[src/inc/fsvce_cfg.svh]
/*
 * Constants of the frame tail encoder: state codes, request kinds,
 * field widths, check polynomial and reset values.
 * Assumes inclusion by bare name from package and design files.
 */
`ifndef FSVCE_CFG_SVH
`define FSVCE_CFG_SVH

// ****************************************************************
// field widths
// ****************************************************************
`define SC_W            3
`define DATA_W          10
`define NARROW_W        8
`define CONTENT_W       13
`define CNT_W           4
`define CRC_W           3
`define FRAME_W         16
`define LEN_W           5
`define KIND_W          3

// ****************************************************************
// state codes, request kinds and device data modes
// ****************************************************************
`define SC_RUN          3'h0
`define SC_DEVICE       3'h1
`define SC_SELFTEST_OFF 3'h2
`define SC_SELFTEST_ON  3'h3
`define SC_AUTOZERO     3'h4
`define SC_OTP          3'h5
`define SC_ERROR        3'h6
`define SC_RESERVED     3'h7
`define KIND_RUN        3'h0
`define KIND_DEVICE     3'h1
`define KIND_SELFTEST   3'h2
`define KIND_AUTOZERO   3'h3
`define KIND_OTP        3'h4
`define KIND_ERROR      3'h5
`define MODE_ALL        2'h0
`define MODE_10BIT      2'h3

// ****************************************************************
// check taps of x^3 + x + 1, lengths and reset values
// ****************************************************************
`define CRC_TAPS        3'h3
`define CRC_LEN         5'h03
`define PAR_LEN         5'h01
`define SC_LEN          4'h3
`define WIDE_LEN        4'hA
`define NARROW_LEN      4'h8
`define RST_CRC         3'h0
`define RST_FRAME       16'h0000
`define RST_LEN         5'h00
`define RST_CONTENT     13'h0000
`define RST_CNT         4'h0

`endif

[src/inc/frame_enc_pkg.sv]
/*
 * Types shared by the frame tail encoder files.
 * Assumes fsvce_cfg.svh is on the include path.
 */
`include "fsvce_cfg.svh"

package frame_enc_pkg;

    typedef enum logic [1:0] {
        ST_IDLE,
        ST_SHIFT,
        ST_EMIT
    } enc_state_e;

    typedef logic [`DATA_W-1:0]    data_t;
    typedef logic [`CONTENT_W-1:0] content_t;
    typedef logic [`FRAME_W-1:0]   frame_t;

endpackage

[src/hdl/frame_state_vector_check_encoder.sv]
/*
 * Frame tail encoder: attaches the optional state code to the data
 * field and closes the frame with a 3-bit CRC or an even parity bit.
 * Assumes frame pacing, start bits and line coding sit outside, and
 * that the caller drives requests synchronous to MCLK.
 */
`timescale 1ns/100ps
`include "fsvce_cfg.svh"

module frame_state_vector_check_encoder #(
    // error type sent for a configuration error; value is arbitrary
    parameter logic [`DATA_W-1:0] CONFIG_ERROR_CODE = 10'h001
) (
    // clock and reset
    input  wire logic                   MCLK,
    input  wire logic                   RST,
    // configuration bits
    input  wire logic                   STATE_CODE_DISABLE,
    input  wire logic                   CHECK_METHOD_SELECT,
    input  wire logic                   DATA_WIDTH_SELECT,
    input  wire logic                   OFFSET_REMOVAL_ENABLE,
    input  wire logic                   DEVICE_DATA_MODE_HIGH,
    input  wire logic                   DEVICE_DATA_MODE_LOW,
    // device status
    input  wire logic                   CONFIG_MODE,
    input  wire logic                   SELF_TEST_DRIVE,
    // frame request
    input  wire logic                   FRAME_REQ,
    input  wire logic [`KIND_W-1:0]     FRAME_KIND,
    input  wire logic [`DATA_W-1:0]     FRAME_DATA,
    // finished frame
    output logic                        FRAME_VALID,
    output logic [`FRAME_W-1:0]         FRAME_BITS,
    output logic [`LEN_W-1:0]           FRAME_LEN,
    output logic                        STATE_CODE_BIT_HIGH,
    output logic                        STATE_CODE_BIT_MID,
    output logic                        STATE_CODE_BIT_LOW,
    // status
    output logic                        BUSY,
    output logic                        REJECT,
    output logic                        FULL_RANGE,
    output logic                        CONFIG_ERROR
);

    // ************************************************************
    // declarations
    // ************************************************************
    frame_enc_pkg::enc_state_e state_q;
    frame_enc_pkg::enc_state_e state_d;

    frame_enc_pkg::content_t   content_q;
    frame_enc_pkg::content_t   content_w;
    frame_enc_pkg::frame_t     frame_q;
    frame_enc_pkg::frame_t     frame_w;
    frame_enc_pkg::data_t      field_w;
    frame_enc_pkg::data_t      device_field_w;
    frame_enc_pkg::data_t      run_field_w;

    logic [`CNT_W-1:0]         cnt_q;
    logic [`CNT_W-1:0]         content_len_w;
    logic [`CNT_W-1:0]         sc_len_w;
    logic [`CNT_W-1:0]         data_len_w;
    logic [`LEN_W-1:0]         check_len_w;
    logic [`LEN_W-1:0]         frame_len_w;
    logic [`LEN_W-1:0]         len_q;
    logic [`SC_W-1:0]          sc_w;
    logic [`SC_W-1:0]          sc_q;
    logic [`CRC_W-1:0]         crc_rem;
    logic [1:0]                mode_w;
    logic [`CONTENT_W-1:0]     code_shift_w;
    logic [`CONTENT_W-1:0]     field_ext_w;

    logic                      idle_w;
    logic                      kind_ok_w;
    logic                      take_w;
    logic                      reject_w;
    logic                      run_cfg_err_w;
    logic                      width_cfg_err_w;
    logic                      cfg_err_w;
    logic                      full_range_w;
    logic                      shift_w;
    logic                      last_bit_w;
    logic                      parity_w;

    logic                      omit_sc_q;
    logic                      parity_mode_q;
    logic                      valid_q;
    logic                      reject_q;
    logic                      busy_q;
    logic                      full_range_q;
    logic                      cfg_err_q;

    // ************************************************************
    // request acceptance
    // ************************************************************
    assign mode_w  = {DEVICE_DATA_MODE_HIGH, DEVICE_DATA_MODE_LOW};
    assign idle_w  = (state_q == frame_enc_pkg::ST_IDLE);

    // memory frames only in configuration mode
    assign kind_ok_w = (FRAME_KIND == `KIND_RUN)
                    || (FRAME_KIND == `KIND_DEVICE)
                    || (FRAME_KIND == `KIND_SELFTEST)
                    || (FRAME_KIND == `KIND_AUTOZERO)
                    || (FRAME_KIND == `KIND_ERROR)
                    || ((FRAME_KIND == `KIND_OTP) && CONFIG_MODE);

    // a request while busy is dropped rather than queued, so the
    // caller must pace frames; the reject pulse makes it visible
    assign take_w   = FRAME_REQ && idle_w && kind_ok_w;
    assign reject_w = FRAME_REQ && !(idle_w && kind_ok_w);

    // mode 0 needs the state code to tag its messages
    assign run_cfg_err_w   = STATE_CODE_DISABLE && (mode_w == `MODE_ALL);
    // 10-bit device data cannot fit an 8-bit field
    assign width_cfg_err_w = DATA_WIDTH_SELECT && (mode_w == `MODE_10BIT);
    assign cfg_err_w       = run_cfg_err_w || width_cfg_err_w;

    // full range only with both bits clear
    assign full_range_w = !STATE_CODE_DISABLE && !OFFSET_REMOVAL_ENABLE;

    // ************************************************************
    // state code selection
    // ************************************************************
    always_comb begin
        sc_w = `SC_RUN;
        case (FRAME_KIND)
            `KIND_RUN:      sc_w = cfg_err_w ? `SC_ERROR : `SC_RUN;
            `KIND_DEVICE:   sc_w = `SC_DEVICE;
            `KIND_SELFTEST: sc_w = SELF_TEST_DRIVE ? `SC_SELFTEST_ON
                                                   : `SC_SELFTEST_OFF;
            `KIND_AUTOZERO: sc_w = `SC_AUTOZERO;
            `KIND_OTP:      sc_w = `SC_OTP;
            `KIND_ERROR:    sc_w = `SC_ERROR;
            // the reserved code has no source, never sent
            default:        sc_w = `SC_RUN;
        endcase
    end

    // 8-bit device data sits left justified in a 10-bit field
    assign device_field_w = (!DATA_WIDTH_SELECT && (mode_w != `MODE_10BIT))
                          ? {FRAME_DATA[`NARROW_W-1:0], 2'b00}
                          : FRAME_DATA;

    // error code replaces run-time sensor data
    // error frames carry the error type in the field
    assign run_field_w = cfg_err_w ? CONFIG_ERROR_CODE : FRAME_DATA;

    assign field_w = (FRAME_KIND == `KIND_DEVICE) ? device_field_w
                   : (FRAME_KIND == `KIND_RUN)    ? run_field_w
                   : FRAME_DATA;

    assign data_len_w  = DATA_WIDTH_SELECT ? `NARROW_LEN : `WIDE_LEN;
    assign field_ext_w = DATA_WIDTH_SELECT
                       ? {5'h00, field_w[`NARROW_W-1:0]}
                       : {3'h0, field_w};

    // state code present only while not disabled
    // code sits just above the data field
    assign sc_len_w     = STATE_CODE_DISABLE ? `RST_CNT : `SC_LEN;
    assign code_shift_w = STATE_CODE_DISABLE ? `RST_CONTENT
                        : DATA_WIDTH_SELECT  ? {2'b00, sc_w, 8'h00}
                        : {sc_w, 10'h000};
    assign content_w     = code_shift_w | field_ext_w;
    assign content_len_w = sc_len_w + data_len_w;

    // ************************************************************
    // crc engine
    // ************************************************************
    // one content bit per cycle, MSB first
    assign shift_w    = (state_q == frame_enc_pkg::ST_SHIFT);
    assign last_bit_w = shift_w && (cnt_q == `RST_CNT);

    // remainder cleared as each frame is taken
    crc3_serial #(
        .W     (`CRC_W),
        .TAPS  (`CRC_TAPS)
    ) u_crc (
        .clk   (MCLK),
        .rst   (RST),
        .clear (take_w),
        .shift (shift_w),
        .din   (content_q[cnt_q]),
        .rem   (crc_rem)
    );

    // parity over content gives an even count of ones
    assign parity_w = ^content_q;

    // check method latched with the request
    assign check_len_w = parity_mode_q ? `PAR_LEN : `CRC_LEN;
    assign frame_len_w = len_q + check_len_w;

    // crc in the three low bits
    assign frame_w = parity_mode_q
                   ? {2'b00, content_q, parity_w}
                   : {content_q, crc_rem};

    // ************************************************************
    // sequencer
    // ************************************************************
    always_comb begin
        state_d = state_q;
        case (state_q)
            frame_enc_pkg::ST_IDLE:  begin
                if (take_w) begin
                    state_d = frame_enc_pkg::ST_SHIFT;
                end
            end
            frame_enc_pkg::ST_SHIFT: begin
                if (last_bit_w) begin
                    state_d = frame_enc_pkg::ST_EMIT;
                end
            end
            frame_enc_pkg::ST_EMIT:  state_d = frame_enc_pkg::ST_IDLE;
            default:                 state_d = frame_enc_pkg::ST_IDLE;
        endcase
    end

    always_ff @(posedge MCLK) begin
        if (RST) begin
            state_q <= frame_enc_pkg::ST_IDLE;
        end else begin
            state_q <= state_d;
        end
    end

    // settings are frozen per frame so a change mid-frame cannot
    // split the code, field and check between two configurations
    always_ff @(posedge MCLK) begin
        if (RST) begin
            content_q     <= `RST_CONTENT;
            len_q         <= `RST_LEN;
            sc_q          <= `SC_RUN;
            omit_sc_q     <= 1'b0;
            parity_mode_q <= 1'b0;
        end else if (take_w) begin
            content_q     <= content_w;
            len_q         <= {1'b0, content_len_w};
            sc_q          <= sc_w;
            omit_sc_q     <= STATE_CODE_DISABLE;
            parity_mode_q <= CHECK_METHOD_SELECT;
        end
    end

    always_ff @(posedge MCLK) begin
        if (RST) begin
            cnt_q <= `RST_CNT;
        end else if (take_w) begin
            cnt_q <= content_len_w - 4'h1;
        end else if (shift_w && !last_bit_w) begin
            cnt_q <= cnt_q - 4'h1;
        end
    end

    // ************************************************************
    // outputs
    // ************************************************************
    always_ff @(posedge MCLK) begin
        if (RST) begin
            frame_q <= `RST_FRAME;
            valid_q <= 1'b0;
        end else begin
            valid_q <= (state_q == frame_enc_pkg::ST_EMIT);
            if (state_q == frame_enc_pkg::ST_EMIT) begin
                frame_q <= frame_w;
            end
        end
    end

    always_ff @(posedge MCLK) begin
        if (RST) begin
            FRAME_LEN <= `RST_LEN;
            STATE_CODE_BIT_HIGH <= 1'b0;
            STATE_CODE_BIT_MID  <= 1'b0;
            STATE_CODE_BIT_LOW  <= 1'b0;
        end else if (state_q == frame_enc_pkg::ST_EMIT) begin
            FRAME_LEN <= frame_len_w;
            // shows zero when the code was left out of the frame
            STATE_CODE_BIT_HIGH <= sc_q[2] && !omit_sc_q;
            STATE_CODE_BIT_MID  <= sc_q[1] && !omit_sc_q;
            STATE_CODE_BIT_LOW  <= sc_q[0] && !omit_sc_q;
        end
    end

    always_ff @(posedge MCLK) begin
        if (RST) begin
            reject_q     <= 1'b0;
            busy_q       <= 1'b0;
            full_range_q <= 1'b0;
            cfg_err_q    <= 1'b0;
        end else begin
            reject_q     <= reject_w;
            busy_q       <= (state_d != frame_enc_pkg::ST_IDLE);
            full_range_q <= full_range_w;
            cfg_err_q    <= cfg_err_w;
        end
    end

    assign FRAME_VALID  = valid_q;
    assign FRAME_BITS   = frame_q;
    assign BUSY         = busy_q;
    assign REJECT       = reject_q;
    assign FULL_RANGE   = full_range_q;
    assign CONFIG_ERROR = cfg_err_q;

endmodule

[src/hdl/crc3_serial.sv]
/*
 * Serial CRC remainder register, one message bit per clock, MSB first.
 * Assumes the caller clears it before the first bit of each message.
 */
`timescale 1ns/100ps

module crc3_serial #(
    parameter int unsigned             W    = 3,
    parameter logic [W-1:0]            TAPS = 3'h3
) (
    // clock and reset
    input  wire logic                  clk,
    input  wire logic                  rst,
    // control
    input  wire logic                  clear,
    input  wire logic                  shift,
    input  wire logic                  din,
    // remainder
    output logic [W-1:0]               rem
);

    logic [W-1:0] rem_q;
    logic [W-1:0] rem_d;
    logic         fb;

    // feeding at the top gives the remainder of msg * x^W directly,
    // so no trailing zero bits need to be clocked in
    assign fb    = rem_q[W-1] ^ din;
    assign rem_d = {rem_q[W-2:0], 1'b0} ^ (fb ? TAPS : '0);
    assign rem   = rem_q;

    always_ff @(posedge clk) begin
        if (rst || clear) begin
            rem_q <= '0;
        end else if (shift) begin
            rem_q <= rem_d;
        end
    end

endmodule

[config.mk]
export PLATFORM = sky130hd
export DESIGN_NAME = frame_state_vector_check_encoder
export DESIGN_NICKNAME = d
export VERILOG_FILES = /design/src/inc/frame_enc_pkg.sv /design/src/hdl/frame_state_vector_check_encoder.sv /design/src/hdl/crc3_serial.sv
export VERILOG_INCLUDE_DIRS = /design/src /design/src/inc
export SDC_FILE = /design/constraint.sdc
export NUM_CORES = 1
export LEC_CHECK = 0
export BUFFER_PORTS_ARGS = -buffer_cell sky130_fd_sc_hd__buf_4
export CAP_MARGIN = 20
export CORE_MARGIN = 3
export CORE_UTILIZATION = 45
export CTS_BUF_LIST = sky130_fd_sc_hd__clkbuf_4 sky130_fd_sc_hd__clkbuf_8 sky130_fd_sc_hd__clkbuf_16
export DETAILED_ROUTE_END_ITERATION = 8
export GPL_TIMING_DRIVEN = 0
export PLACE_DENSITY = 0.65
export REMOVE_ABC_BUFFERS = 1
export SYNTH_ARGS = -nofsm -noshare
export SYNTH_HDL_FRONTEND = slang
export SYNTH_SLANG_ARGS = --single-unit
[constraint.sdc]
create_clock -name MCLK -period 2.3 [get_ports MCLK]
set_input_delay 0.115 -clock MCLK [delete_from_list [all_inputs] [get_ports MCLK]]
set_output_delay 0.115 -clock MCLK [all_outputs]
set_load 0.05 [all_outputs]
# Word level (Yosys, flattened, before mapping)

Index checks and enable logic that the tools add are counted.

Output and inout port bits: 29
Bits of input ports: 24
Logic and storage cells: 91
Flip-flop bits (word level): 60

Bitwise logic cells: 3
Order comparisons: 1
Add/subtract/negate cells: 4
Reduce and logical (&&, ||, !) cells: 34
Multiplexer cells: 22
Eq/ne operators: 9

Operators by type and width:

| operator            | number |
|---|---|
| $mux 10             | 5 |
| $mux 13             | 2 |
| $pmux 3 s6          | 1 |
| $mux 16             | 1 |
| $logic_and 1x1->1   | 14 |
| $or 13x10->13       | 1 |
| $reduce_xor 13->1   | 1 |
| $mux 2              | 6 |
| $mux 4              | 2 |
| $sub 4x1->4 const B | 2 |
| $logic_or 1x1->1    | 7 |
| $eq 3x2->1 const B  | 2 |
| $eq 3x3->1 const B  | 2 |
| $logic_not 1->1     | 6 |
| $add 4x2->5         | 1 |
| $lt 4x5->1 const B  | 1 |
| $add 2x4->4         | 1 |
| $bmux 1 s4          | 1 |
| $eq 2x2->1 const B  | 2 |
| $logic_not 2->1     | 2 |
| $logic_not 4->1     | 1 |
| $pmux 2 s2          | 1 |
| $reduce_bool 2->1   | 2 |
| $eq 3x1->1 const B  | 1 |
| 7 further kinds     | 8 |

# Longest topological paths before layout

Depth in word-level cells: 10
Gate-level depth with buffers: 11
Depth with buffers taken out: 9

# Modules after synthesis

From an unflattened synthesis, not the netlist that was laid out.

Cells, all modules: 344
Area total of the unflattened synthesis: 3,016.6 µm²

Modules (own cells, without submodules):

| module                           | area each (µm²) | seq. area each (µm²) | instances | cells an instance |
|---|---|---|---|---|
| frame_state_vector_check_encoder | 2,874.0         | 1,141.1              | 1         | 330 |
| crc3_serial                      | 142.6           | 60.1                 | 1         | 14 |

# Worst setup path after synthesis

No wires, ideal clock.

Kind: register to register
From: register state_q[0]
To: register cnt_q[2]
Path buffers: 3
Setup time: 86 ps
Required time: 2,214 ps
Clock period less this slack: 1,995 ps
Cell stages (with the launch flop): 11
Slack: 305 ps
Data arrival time: 1,909 ps
Cell sequence: dfxtp_1 buf_2 a2111o_1 buf_6 clkbuf_1 a21boi_0 ha_1 inv_1 nor2_1 xnor2_1 a211oi_1

Word-level cells in the longest chain between the ends: 5
Elaborated cells between the ends (all ways): 9
Classes of those cells: eq/ne (1); mux (1); reduce/logical (7)

Ends and longest elaborated chain:

| item                        | RTL line                                | text |
|---|---|---|
| start: declaration          | frame_state_vector_check_encoder.sv:48  | `frame_enc_pkg::enc_state_e state_q;` |
| start signal: assignment    | frame_state_vector_check_encoder.sv:221 | `state_q <= frame_enc_pkg::ST_IDLE;` |
| start signal: assignment    | frame_state_vector_check_encoder.sv:223 | `state_q <= state_d;` |
| $eq 2x1->1                  | frame_state_vector_check_encoder.sv:170 | `assign shift_w = (state_q == frame_enc_pkg::ST_SHIFT);` |
| $logic_and 1x1->1           | frame_state_vector_check_encoder.sv:171 | `` assign last_bit_w = shift_w && (cnt_q == `RST_CNT); `` |
| $logic_not 1->1             | frame_state_vector_check_encoder.sv:250 | `end else if (shift_w && !last_bit_w) begin` |
| $logic_and 1x1->1           | frame_state_vector_check_encoder.sv:250 |  |
| $reduce_bool 2->1 (no line) | --                                      |  |
| end signal: assignment      | frame_state_vector_check_encoder.sv:247 | `` cnt_q <= `RST_CNT; `` |
| end signal: assignment      | frame_state_vector_check_encoder.sv:249 | `cnt_q <= content_len_w - 4'h1;` |
| end signal: assignment      | frame_state_vector_check_encoder.sv:251 | `cnt_q <= cnt_q - 4'h1;` |
| end: declaration            | frame_state_vector_check_encoder.sv:59  | `` logic [`CNT_W-1:0] cnt_q; `` |

Parallel ways exist; a longest one is shown, timed or not.
A chain may end at the register's enable or synchronous reset.

# Worst setup path in the final report

Ends and elaborated chain as after synthesis.

==> metrics.txt <==
initial antenna violation count=0; Hold Path Sink=FULL_RANGE; share of cells above drive strength 1=between 20% and 30%; Slew HR=42.63%; fillers=~580; syn avg cell area=9.021 sq um; Synth Flop Type=dfxtp_1; Core ar.=roughly 6000 sq um; H-tree lvl count=3; post-synthesis sequential area ratio=40.47%; total detailed-routing wirelength=6581 um; CTS root buf=clkbuf_8; DR WL/cell=approximately 15 um; design area=between 3000 and 4000 sq um; hold path depth=2; worst hold margin=around 28 ps; Final setup viols=0; Setup CP Type=flop to flop; crit-path max FO=20; Tcrit/Tclk final=slightly above 90%; Cell Rows=28; I/O Buffers=between 50 and 60; RePlAce Congestion=around 0.83; leakage power=1.425 nW; Starting Density=roughly half; hold_sp=STATE_CODE_DISABLE; routed vias=about 2,400; Final Instance Count excl. Fillers=approximately 450; Max-Cap Viols=0; total gr overflow=0; Data required, critical path=2550 ps; Final Hold Vio Count=0; deepest clock path buffer count=2; R2R depth=8; n_diodes=0; Cell Pwr Density=783.4 nW/um^2; flop2flop setup slack=170 ps; status=finished, final reports clean; clk_skew=11.17 ps; Die X=about 87 um; Netlist cell types=between 40 and 50; max-slew violation count=0; ys async rst share=0%; Ports=between 50 and 60; crit path time final=around 2100 ps; worst hold path type=input pin to flop; R2R Path End=cnt_q[2]; synthesized instance count=approximately 330; Worst-Margin Slew=around 860 ps; DIE HEIGHT=between 80 and 90 um; RR Startpoint=state_q[0]; drt drc=0; Critical Path Source Type=flop; fin util=about three fifths; first-pass GRT wire length=around 11,000 um; DR vias/cell=~5.4; Max VDD drop=roughly 440 uV; DP Cell Count=430; cts bufs inserted=9; EDFF count, synth=0; Worst-Skew Late Latency=340 ps; RSZ-0062 raised after global routing=no; most frequent cells in the layout=dfxtp_1 (60), buf_4 (54), nor2_1 (36); FMAX=469.0 MHz; Layout Nets=between 300 and 400; Synth Warn #=0; GRT Total Usage=19.09%; Synth-to-Final Area Change=21.46%; Antenna Nets Post-Route=0; FF+latch count, synth=60; synthesized area=~3000 sq um; Die ar.=~7600 sq um; clock transition at the registers of the reported paths=80 ps; vias in the first global route=2,295; detailed placement HPWL=roughly 4500 um; critical path arrival=roughly 2400 ps; DRT iter0 DRCs=133; dpl cell area=around 3400 sq um; CTS tree=built; largest net degree at the start of global routing=54; 1st-pass router iterations=4; most common cell after layout, fill and taps aside=dfxtp_1; crit end category=flop; clk sinks=60
[how the worst max path moves through the flow]
| stage | to | from | slack (ps) |
|---|---|---|---|
| after global routing | FRAME_LEN[3] | parity_mode_q | 30 |
| after detailed placement | cnt_q[2] | FRAME_KIND[1] | -370 |
| after global placement | FRAME_LEN[4] | state_q[1] | -760 |
| final | cnt_q[2] | state_q[0] | 170 |
| after floorplan | FRAME_LEN[4] | state_q[1] | 60 |
| after CTS | cnt_q[2] | state_q[1] | 50 |
[layer usage]
layer / GRT usage [%] / vias up / part of all wire [%]
li1: - / 1251 / -
met1: 26.07 / 1107 / 48
met2: 29.19 / 47 / 46
met3: 5.298 / 8 / 4.7
met4: 6.276 / 0 / 1.4
met5: 0 / - / 0
[metrics by stage]
stage	worst slack, ps	power [mW]	setup TNS (ps)
2_1_floorplan	60.58	1.588	0
3_3_place_gp	-759.0	1.752	-15950
3_5_place_dp	-367.9	1.767	-585.9
4_1_cts	49.06	2.842	0
5_1_grt	27.76	2.963	0
6_report	167.8	2.824	0
[cells in the mapped netlist, types with 3 or more instances]
library cell	count	share of area [%]
dfxtp_1	60	40
nor2_1	36	4.6
nand2_1	34	4.3
a211oi_1	26	6.6
mux2i_1	25	8.4
a21oi_1	18	3.0
o21ai_0	11	1.9
xnor2_1	11	3.2
clkbuf_1	10	1.3
buf_2	9	1.5
o21ai_1	9	1.5
buf_1	6	0.76
inv_1	6	0.76
nor3_1	6	1.0
nand3b_1	5	1.3
nand3_1	4	0.67
or3_1	4	0.84
xor2_1	4	1.2
ha_1	3	1.3
nor2b_1	3	0.63
nor4_1	3	0.63
xnor3_1	3	2.3
[worst max-delay path, cell delays in order (launching register included)]
cell and delay (ps):
dfxtp_1 430, a2111o_2 640, nor2_1 200, a21oi_1 70, ha_1 240, inv_1 60
nor2_1 40, xnor2_1 140, a211oi_1 240
[timing repair]
item                                   CTS  global route
setup buffers                            2             0
gates cloned                             0             0
gates resized for setup                  0             1
pin swaps                                1             0
hold buffers                             1             0
endpoints found under the hold margin    1             0
setup endpoints to repair                3             1
[state kept, by name, indices dropped and copies added (netlist names), 2 cells and up]
register,cells
content_q,13
len_q,4
FRAME_BITS,16
FRAME_LEN,5
cnt_q,4
u_crc.rem,3
sc_q,3
state_q,2
[cells by family (layout without fill, tap and decap cells)]
| group | after synthesis | in the layout | share of synthesized area, % |
|---|---|---|---|
| AND/OR/NAND/NOR | 105 | 105 | 16.40 |
| AO/OA/AOI/OAI | 80 | 80 | 18.59 |
| flip-flops | 60 | 60 | 40.47 |
| buffers and inverters | 34 | 79 | 5.185 |
| multiplexers | 28 | 28 | 10.71 |
| XOR/XNOR | 18 | 18 | 6.703 |
| adder cells (fa/ha/maj) | 4 | 4 | 1.939 |
[final cells by class]
type | count | area, sq um | area share [%]
Clock buffer | 10 | 137.6 | 3.818
Clock inverter | 6 | 86.33 | 2.395
Inverter | 7 | 26.28 | 0.7289
Multi-Input combinational cell | 235 | 1617 | 44.85
Sequential cell | 60 | 1201 | 33.32
Tap cell | 75 | 93.84 | 2.603
Timing Repair Buffer | 56 | 442.9 | 12.29
[report_power, final]
group          total, mW  switching, mW  internal, mW
combinational      0.553          0.301         0.251
clock               1.07          0.434         0.639
sequential          1.20         0.0906          1.11
Note: power is estimated with default switching activity, not from simulation.
